`config.mk`:
```
export PLATFORM = sky130hd
export DESIGN_NAME = usb_irq_ctrl
export DESIGN_NICKNAME = d
export VERILOG_FILES = /design/src/usb_irq_pkg.sv /design/src/usb_bus_timer.sv /design/src/usb_irq_ctrl.sv
export SDC_FILE = /design/constraint.sdc
export NUM_CORES = 1
export LEC_CHECK = 0
export CAP_MARGIN = 40
export CORE_ASPECT_RATIO = 1.1
export CORE_MARGIN = 2
export CORE_UTILIZATION = 39
export DETAILED_ROUTE_END_ITERATION = 6
export DONT_BUFFER_PORTS = 1
export PLACE_DENSITY_LB_ADDON = 0.08
export SYNTH_ARGS = -nofsm -noshare
export SYNTH_HDL_FRONTEND = slang
export SYNTH_SLANG_ARGS = --single-unit
```
`constraint.sdc`:
```
create_clock -name clock -period 3.7 [get_ports clock]
set_clock_uncertainty 0.15 [all_clocks]
set_input_delay 0.925 -clock clock [delete_from_list [all_inputs] [get_ports clock]]
set_output_delay 0.925 -clock clock [all_outputs]
set_load 0.01 [all_outputs]
```
`src/usb_irq_pkg.sv`:
```
// Package with register map, field positions and timing counts for USB interrupt logic
package usb_irq_pkg;
  // Register byte addresses (word aligned)
  localparam logic [3:0] addr_status_flag     = 4'h0;
  localparam logic [3:0] addr_status_enable   = 4'h4;
  localparam logic [3:0] addr_error_flag      = 4'h8;
  localparam logic [3:0] addr_error_enable    = 4'hc;
  localparam logic [3:0] addr_irq_control     = 4'h0;
  // Implemented bit masks
  localparam logic [7:0] status_mask          = 8'h7f;
  localparam logic [7:0] error_mask           = 8'h9f;
  // Status flag positions
  localparam int         sf_reset             = 0;
  localparam int         sf_error             = 1;
  localparam int         sf_activity          = 2;
  localparam int         sf_transaction       = 3;
  localparam int         sf_idle              = 4;
  localparam int         sf_stall             = 5;
  localparam int         sf_frame             = 6;
  // Error flag positions
  localparam int         ef_pid               = 0;
  localparam int         ef_crc5              = 1;
  localparam int         ef_crc16             = 2;
  localparam int         ef_dfsize            = 3;
  localparam int         ef_turnaround        = 4;
  localparam int         ef_bitstuff          = 7;
  // Reset values
  localparam logic [7:0] reg_reset            = 8'h00;
  // Timing
  localparam int         clk_mhz              = 250;
  localparam int         bit_rate_mhz         = 12;
  localparam int         turnaround_bits      = 16;
  localparam int         bit_cycles           = (clk_mhz + bit_rate_mhz - 1) / bit_rate_mhz;
  localparam int         turnaround_cycles    = turnaround_bits * bit_cycles;
  localparam int         idle_time_us         = 3000;
  localparam int         idle_cycles          = idle_time_us * clk_mhz;
  localparam int         cnt_w                = 20;
endpackage

```
`src/usb_bus_timer.sv`:
```
// Counter that flags when a line has stayed idle beyond a limit
`timescale 1ns/1ps
`default_nettype none
module usb_bus_timer
  import usb_irq_pkg::*;
#(
  parameter int unsigned limit = 16
) (
  input  wire logic clock,
  input  wire logic sys_rst,
  input  wire logic restart,
  input  wire logic armed,
  output logic      expired
);
  logic [cnt_w-1:0] count_r;
  logic             done_r;

  // Count idle cycles, one expiry pulse per idle stretch
  always_ff @(posedge clock) begin
    if (sys_rst || restart || !armed) begin
      count_r <= '0;
      done_r  <= 1'b0;
    end else if (!done_r) begin
      if (count_r == cnt_w'(limit)) begin
        done_r <= 1'b1;
      end else begin
        count_r <= count_r + cnt_w'(1);
      end
    end
  end

  assign expired = armed && !done_r && !restart && (count_r == cnt_w'(limit));
endmodule // usb_bus_timer
`default_nettype wire

```
`src/usb_irq_ctrl.sv`:
```
// USB interrupt enables, error flags, idle detect and summary interrupt logic
//
// The placing of the registers and the Avalon-MM interface to the registers were chosen for this implementation.
`timescale 1ns/1ps
`default_nettype none
module usb_irq_ctrl
  import usb_irq_pkg::*;
#(
  parameter int unsigned idle_limit = idle_cycles
) (
  input  wire logic        clock,
  input  wire logic        sys_rst,
  // Avalon-MM slave
  input  wire logic [3:0]  avs_address,
  input  wire logic        avs_read,
  input  wire logic        avs_write,
  input  wire logic [31:0] avs_writedata,
  input  wire logic [3:0]  avs_byteenable,
  output logic [31:0]      avs_readdata,
  output logic             avs_waitrequest,
  // Serial engine events, same clock
  input  wire logic        bit_stuff_err,
  input  wire logic        data_crc_err,
  input  wire logic        token_crc_err,
  input  wire logic        packet_id_err,
  input  wire logic        data_field_done,
  input  wire logic [2:0]  data_field_bits,
  input  wire logic        end_of_packet,
  input  wire logic        response_expected,
  input  wire logic        bit_strobe,
  input  wire logic        bus_activity,
  input  wire logic        frame_start_evt,
  input  wire logic        stall_sent_evt,
  input  wire logic        transaction_evt,
  input  wire logic        bus_reset_evt,
  input  wire logic        suspended,
  input  wire logic        module_enable,
  // Outputs
  output logic             token_reject,
  output logic             pullup_enable,
  output logic             module_interrupt_flag
);
  logic [7:0] status_interrupt_enable_r;
  logic [7:0] status_flag_r;
  logic [7:0] error_flag_status_r;
  logic [7:0] error_interrupt_enable_r;
  logic [7:0] status_events;
  logic [7:0] error_events;
  logic       error_summary_flag;
  logic       wr_lane0;
  logic       ack_r;
  logic       waiting_r;
  logic [7:0] ta_count_r;
  logic       turnaround_evt;
  logic       idle_evt;
  logic       idle_armed_r;
  logic [7:0] rd_byte;

  // Byte lane 0 carries all register bits
  assign wr_lane0 = avs_write && avs_byteenable[0] && ack_r;

  // One wait state per access, then acknowledge
  always_ff @(posedge clock) begin
    if (sys_rst) begin
      ack_r <= 1'b0;
    end else begin
      ack_r <= (avs_read || avs_write) && !ack_r;
    end
  end
  assign avs_waitrequest = (avs_read || avs_write) && !ack_r;

  // Error event vector in flag layout
  always_comb begin
    error_events                = 8'h00;
    error_events[ef_bitstuff]   = bit_stuff_err;
    error_events[ef_turnaround] = turnaround_evt;
    error_events[ef_dfsize]     = data_field_done && (data_field_bits != 3'h0);
    error_events[ef_crc16]      = data_crc_err;
    error_events[ef_crc5]       = token_crc_err;
    error_events[ef_pid]        = packet_id_err;
  end

  assign token_reject = token_crc_err;

  // Turnaround watchdog counted in bit times after end of packet
  always_ff @(posedge clock) begin
    if (sys_rst || bus_activity) begin
      waiting_r  <= 1'b0;
      ta_count_r <= 8'h00;
    end else if (end_of_packet) begin
      waiting_r  <= response_expected;
      ta_count_r <= 8'h00;
    end else if (waiting_r && bit_strobe) begin
      if (ta_count_r == 8'(turnaround_bits)) begin
        waiting_r <= 1'b0;
      end else begin
        ta_count_r <= ta_count_r + 8'h01;
      end
    end
  end
  // Seventeenth idle bit time means more than sixteen elapsed
  assign turnaround_evt = waiting_r && bit_strobe && !bus_activity && !end_of_packet
                          && (ta_count_r == 8'(turnaround_bits));

  // Error flags: hardware set beats software clear
  always_ff @(posedge clock) begin
    if (sys_rst) begin
      error_flag_status_r <= reg_reset;
    end else begin
      if (wr_lane0 && avs_address == addr_error_flag) begin
        error_flag_status_r <= ((error_flag_status_r & avs_writedata[7:0]) | error_events)
                               & error_mask;
      end else begin
        error_flag_status_r <= (error_flag_status_r | error_events) & error_mask;
      end
    end
  end

  // Error enables
  always_ff @(posedge clock) begin
    if (sys_rst) begin
      error_interrupt_enable_r <= reg_reset;
    end else if (wr_lane0 && avs_address == addr_error_enable) begin
      error_interrupt_enable_r <= avs_writedata[7:0] & error_mask;
    end
  end

  // Summary of enabled errors, combinational and read-only
  assign error_summary_flag = |(error_flag_status_r & error_interrupt_enable_r);

  // Idle detector armed by module enable, fires once per idle stretch
  always_ff @(posedge clock) begin
    if (sys_rst) begin
      idle_armed_r <= 1'b0;
    end else begin
      idle_armed_r <= module_enable;
    end
  end

  usb_bus_timer #(
    .limit(idle_limit)
  ) u_idle_timer (
    .clock  (clock),
    .sys_rst(sys_rst),
    .restart(bus_activity),
    .armed  (idle_armed_r),
    .expired(idle_evt)
  );

  // Status events in status layout
  always_comb begin
    status_events                 = 8'h00;
    status_events[sf_reset]       = bus_reset_evt;
    status_events[sf_activity]    = bus_activity && suspended;
    status_events[sf_transaction] = transaction_evt;
    status_events[sf_idle]        = idle_evt;
    status_events[sf_stall]       = stall_sent_evt;
    status_events[sf_frame]       = frame_start_evt;
  end

  // Status flags; error bit mirrors summary and ignores writes
  always_ff @(posedge clock) begin
    if (sys_rst) begin
      status_flag_r <= reg_reset;
    end else begin
      if (wr_lane0 && avs_address == addr_status_flag) begin
        status_flag_r <= ((status_flag_r & avs_writedata[7:0]) | status_events) & status_mask;
      end else begin
        status_flag_r <= (status_flag_r | status_events) & status_mask;
      end
    end
  end

  // Status enables
  always_ff @(posedge clock) begin
    if (sys_rst) begin
      status_interrupt_enable_r <= reg_reset;
    end else if (wr_lane0 && avs_address == addr_status_enable) begin
      status_interrupt_enable_r <= avs_writedata[7:0] & status_mask;
    end
  end

  // Module interrupt from enabled status flags
  always_comb begin
    logic [7:0] flags;
    flags               = status_flag_r;
    flags[sf_error]     = error_summary_flag;
    module_interrupt_flag = |(flags & status_interrupt_enable_r);
  end

  // Pull-up held on whenever module enabled, suspended or not
  assign pullup_enable = module_enable;

  // Read mux
  always_comb begin
    rd_byte = 8'h00;
    case (avs_address)
      addr_status_flag: begin
        rd_byte           = status_flag_r;
        rd_byte[sf_error] = error_summary_flag;
      end
      addr_status_enable: rd_byte = status_interrupt_enable_r;
      addr_error_flag:    rd_byte = error_flag_status_r;
      addr_error_enable:  rd_byte = error_interrupt_enable_r;
      default:            rd_byte = 8'h00;
    endcase
  end

  // Registered read data
  always_ff @(posedge clock) begin
    if (sys_rst) begin
      avs_readdata <= 32'h0000_0000;
    end else if (avs_read && !ack_r) begin
      avs_readdata <= {24'h00_0000, rd_byte};
    end
  end
endmodule // usb_irq_ctrl
`default_nettype wire

```
== Word level (Yosys, flattened, before mapping) ==
Index checks and enable logic that the tools add are counted.
W data, S select, Z words.

* Register bits after elaboration: 68
* Input bits: 62
* Output and inout bits: 36
* Word-level logic and storage cells: 72

* Add/sub/neg operators: 2
* Equal/unequal tests: 5
* Mux-type cells: 8
* Bitwise gates (word level): 11
* Reduce and logical (&&, ||, !) cells: 35

{| class="wikitable"
|+ Operator list
! kind !! number
|-
| $pmux W8 S4 || 1
|-
| $add A20 B1 Y20 const B || 1
|-
| $eq A20 B20 Y1 const B || 1
|-
| $logic_and A1 B1 Y1 || 17
|-
| $and A8 B8 Y8 || 2
|-
| $or A8 B8 Y8 || 2
|-
| $reduce_or A8 Y1 || 2
|-
| $and A7 B7 Y7 || 2
|-
| $or A7 B7 Y7 || 2
|-
| $add A8 B1 Y8 const B || 1
|-
| $eq A4 B4 Y1 const B || 2
|-
| $eq A8 B5 Y1 const B || 1
|-
| $mux W8 || 1
|-
| $mux W7 || 1
|-
| $reduce_and A2 Y1 || 3
|-
| $logic_not A1 Y1 || 5
|-
| $mux W1 || 5
|-
| $eq A4 B3 Y1 const B || 1
|-
| $logic_not A4 Y1 || 1
|-
| $reduce_bool A2 Y1 || 2
|-
| $logic_or A1 B1 Y1 || 3
|-
| $not A1 Y1 || 3
|-
| $reduce_bool A3 Y1 || 1
|-
| $reduce_or A2 Y1 || 1
|}

== Longest topological paths before layout ==
* Word-level depth: 6
* Mapped depth: 7
* Gate-level depth less buffers: 7

== By module ==
From an unflattened synthesis, not the netlist that was laid out.

* Cell total of the unflattened synthesis: 385
* Area, all modules: 3290.7 um^2

{| class="wikitable"
|+ By module, submodules not included
! module !! instances !! cells each !! area an instance (um^2) !! sequential area each (um^2)
|-
| usb_irq_ctrl || 1 || 251 || 2142.1 || 880.8
|-
| usb_bus_timer || 1 || 134 || 1148.6 || 420.4
|}

== Least setup slack after synthesis ==
Ideal clock, no wire load.

* Path kind: input-to-reg
* Start: in sys_rst
* End: reg u_idle_timer.count_r[17]
* Setup time: 0.060 ns
* Data arrival time: 2.323 ns
* Required time: 3.490 ns
* Setup slack: 1.167 ns
* Stages: 5
* Path buffers: 2
* Path through: clkbuf_1 -> or3b_2 -> clkbuf_1 -> or4_1 -> nand2_1

* Word-level cells in the longest chain between the ends: 2

{| class="wikitable"
|+ Ends and longest elaborated chain
! item !! RTL line !! text
|-
| from (decl) || usb_irq_ctrl.sv:12 || <nowiki>input wire logic sys_rst,</nowiki>
|-
| $logic_or A1 B1 Y1 (2 in a row) || usb_bus_timer.sv:20 || <nowiki>if (sys_rst || restart || !armed) begin</nowiki>
|-
| to (signal assigned) || usb_bus_timer.sv:27 || <nowiki>count_r <= count_r + cnt_w'(1);</nowiki>
|-
| to (decl) || usb_bus_timer.sv:15 || <nowiki>logic [cnt_w-1:0] count_r;</nowiki>
|}

Every way passes these cells.
A chain may end at the register's enable or synchronous reset.

== Final worst setup path ==
* Start: reg error_flag_status_r[7]
* End: out module_interrupt_flag

* Word-level cells in the longest chain between the ends: 4

{| class="wikitable"
|+ Ends and longest elaborated chain
! item !! RTL line !! text
|-
| from (decl) || usb_irq_ctrl.sv:45 || <nowiki>logic [7:0] error_flag_status_r;</nowiki>
|-
| from (signal assigned) || usb_irq_ctrl.sv:108 || <nowiki>error_flag_status_r <= reg_reset;</nowiki>
|-
| from (signal assigned) || usb_irq_ctrl.sv:111 || <nowiki>error_flag_status_r <= ((error_flag_status_r & avs_writedata[7:0]) | error_events)</nowiki>
|-
| from (signal assigned) || usb_irq_ctrl.sv:114 || <nowiki>error_flag_status_r <= (error_flag_status_r | error_events) & error_mask;</nowiki>
|-
| $and A8 B8 Y8 || usb_irq_ctrl.sv:129 || <nowiki>assign error_summary_flag = |(error_flag_status_r & error_interrupt_enable_r);</nowiki>
|-
| $reduce_or A8 Y1 || usb_irq_ctrl.sv:129 ||
|-
| $and A7 B7 Y7 || usb_irq_ctrl.sv:188 || <nowiki>module_interrupt_flag = |(flags & status_interrupt_enable_r);</nowiki>
|-
| $reduce_or A8 Y1 || usb_irq_ctrl.sv:188 ||
|-
| to (decl) || usb_irq_ctrl.sv:41 || <nowiki>output logic module_interrupt_flag</nowiki>
|}

Every way passes these cells.

==> key figures <==
GRT
  • Overflow after GRT: 0
  • Tot GR Track Use: 16.4%
  • Initial antenna violation count: 0
  • Global-route wire length before repair: 11600 um
  • Largest net degree at the start of global routing: 38
  • Number of global-route vias before repair: 2335

Pwr
  • Leakage: 1.25 nW
  • Pwr dens: 420 mW/mm2
  • Pwr Total: 1.44 mW
  • Max IR drop VDD: 0.000141 V

CTS
  • Setup bufs post-CTS: 0
  • Longest Clk Path Bufs: 2
  • Total CTS buffers: 9
  • Skew-Pair Late Insertion Delay: 0.35 ns
  • Clock transition at the registers of the reported paths: 0.08 ns
  • Hold buffers post-CTS: 0
  • Post-CTS sizing: 0
  • CTS root buffer: clkbuf_8
  • TritonCTS clock tree: built
  • CTS H-tree depth: 3
  • Num Clock Sinks: 65

Final layout
  • Area Overhead vs Synth: 7.00%
  • Most frequent cells in the layout: dfxtp_1, nor2_1, nand2_1, conb_1, inv_1
  • Final instance area: 0.00342 mm2
  • Total Nets Final: 434
  • Commonest non-fill, non-tap cell in the layout: dfxtp_1
  • Share of cells above drive strength 1: 9.65%
  • Inserted Diodes: 0
  • Final Instance Count excl. Fillers: 481
  • Final core utilization: 43.0%

STA
  • TNS Setup: 0 ns
  • Final WS setup: 1.36 ns
  • Worst slew pin tran: 0.754 ns
  • Crit share post-route: 63.2%
  • Setup-failing EPs final: 0
  • Worst hold slack: 0.302 ns
  • Fmax: 428 MHz
  • Hold Fails Final Rpt: 0
  • Fin crit period: 2.34 ns
  • Slew headroom: 49.3%
  • RSZ-0062 raised after global routing: no
  • Max-slew violation count: 0

Worst setup path
  • Worst Reg2Reg Path Length in Cells: 5
  • Crit path required time: 2.62 ns
  • Reg2reg end: u_idle_timer.count_r[7]
  • Max Fanout on Critical Path: 3
  • R2r startpoint: u_idle_timer.count_r[2]
  • Critical Path Start Type: flip-flop
  • Setup crit end kind: output pin
  • WP data arrival: 1.26 ns
  • R2r setup slk: 1.47 ns
  • Setup CP Type: reg2out
  • CP Launch Point: error_flag_status_r[7]

Logic synthesis
  • Area of the mapped netlist: 0.00320 mm2
  • Register area share after synthesis: 40.7%
  • Synth warnings: 0
  • EDFF count, synth: 0
  • Post-synth top area cell: dfxtp_1
  • Synthesized flop and latch total: 65
  • Ys flop type: dfxtp_1
  • Post-synth ARST share: 0%
  • Synth Area per Inst: 8.69 um2
  • Cells after Synth: 368
  • Area contributors post-synth: dfxtp_1, buf_4, nor2_1
  • Distinct cells, synth: 50
  • Yosys top cell area share: 40.7%

Hold path
  • Min-Delay Path Depth: 1
  • Hold path startpoint: ack_r
  • Hold Crit Endpoint: ack_r
  • Worst hold path class: reg2reg

Floorplanning
  • Die width: 90.3 um
  • FP Rows: 34
  • Die Ht: 99.0 um
  • Total core area: 0.00796 mm2
  • Starting Density: 40.2%
  • Num ports: 98
  • Die ar.: 0.00894 mm2

Route
  • First DRT Iteration DRCs: 106
  • DRC viols: 0
  • DR pass1 iterations: 4
  • WL final: 7010 um
  • Via density: 5.09
  • Antenna-violating nets left: 0
  • Via count: 2448
  • Wire per inst: 14.6 um

Place
  • DP Worst Slack: 1.17 ns
  • HPWL after DPL: 5010 um
  • I/O Buffers: 0
  • Placed Cells: 465
  • DP Area: 0.00320 mm2
  • GPL Wtd Cong: 0.739

Status
  • Status: finished, final reports clean

Flow run
  • Max Cap Viol: 0
cell families after synthesis:
group	Yosys count	share of synthesized area, %
AND/OR/NAND/NOR	136	21.8
AO/OA/AOI/OAI	70	15.1
flip-flops	65	40.7
buffers and inverters	55	9.51
multiplexers	21	6.85
XOR/XNOR	16	4.38
adder cells (fa/ha/maj)	4	1.57
other	1	0.117
cell usage after synthesis (2+ instances only):
master and instances:
nor2b_1 4, clkbuf_1 10, xnor2_1 10, o21ai_0 15
or4_1 2, o31ai_1 3, mux2i_1 14, nand3_1 12
and3_1 4, a211oi_1 2, xor2_1 6, nor4b_1 4
a22oi_1 14, a41o_1 2, a22o_1 4, nor3b_2 2
a31oi_1 4, o41ai_1 2, o211ai_1 2, a21oi_1 13
dfxtp_1 65, mux2_2 7, ha_1 4, nand2_1 31
nor2_1 47, nor4_1 3, nand4_1 6, or3_1 5
nand4b_1 4, buf_4 26, inv_1 19, nor3_1 4
layout make-up:
type | count | area, um2
Sequential cell | 65 | 1300
Tap cell | 108 | 135
Clock buffer | 11 | 141
Clock inverter | 5 | 78.8
Inverter | 19 | 71.3
Timing Repair Buffer | 2 | 15.0
Multi-Input combinational cell | 271 | 1680
Fill cell | 837 | 4530
layer usage:
metal  vias up  global-route usage [%]  share of wire, %
li1       1251                       -                 -
met1      1136                    21.7                49
met2        51                    25.7                46
met3        10                    3.67               4.2
met4         0                    7.46               1.6
met5         -                       0                 0
worst max path at each step:
stage,endpoint,slack (ns),cells past startpoint
after floorplan,u_idle_timer.count_r[17],1.17,5
final,module_interrupt_flag,1.36,4
after global placement,status_interrupt_enable_r[2],1.19,5
after CTS,module_interrupt_flag,1.33,4
after global routing,module_interrupt_flag,1.25,4
after detailed placement,status_interrupt_enable_r[5],1.17,5
worst max-delay path, stage by stage, from the launching register on:
cell,delay [ns]
dfxtp_1,0.33
a22oi_1,0.21
nand3_1,0.12
nand2_1,0.08
nand4_1,0.18
power by group:
group / leakage (nW) / internal [mW] / switching, mW
Sequential: 0.527 / 0.710 / 0.00910
Clock: 0.113 / 0.397 / 0.275
Combinational: 0.613 / 0.0159 / 0.0299
sequential cells by signal, indices dropped and copies added (netlist names):
register                   count
error_interrupt_enable_r       6
status_interrupt_enable_r      7
avs_readdata                   8
idle_armed_r                   1
error_flag_status_r            6
waiting_r                      1
ta_count_r                     8
u_idle_timer.done_r            1
u_idle_timer.count_r          20
ack_r                          1
status_flag_r                  6
Note: power is estimated with default switching activity, not from simulation.
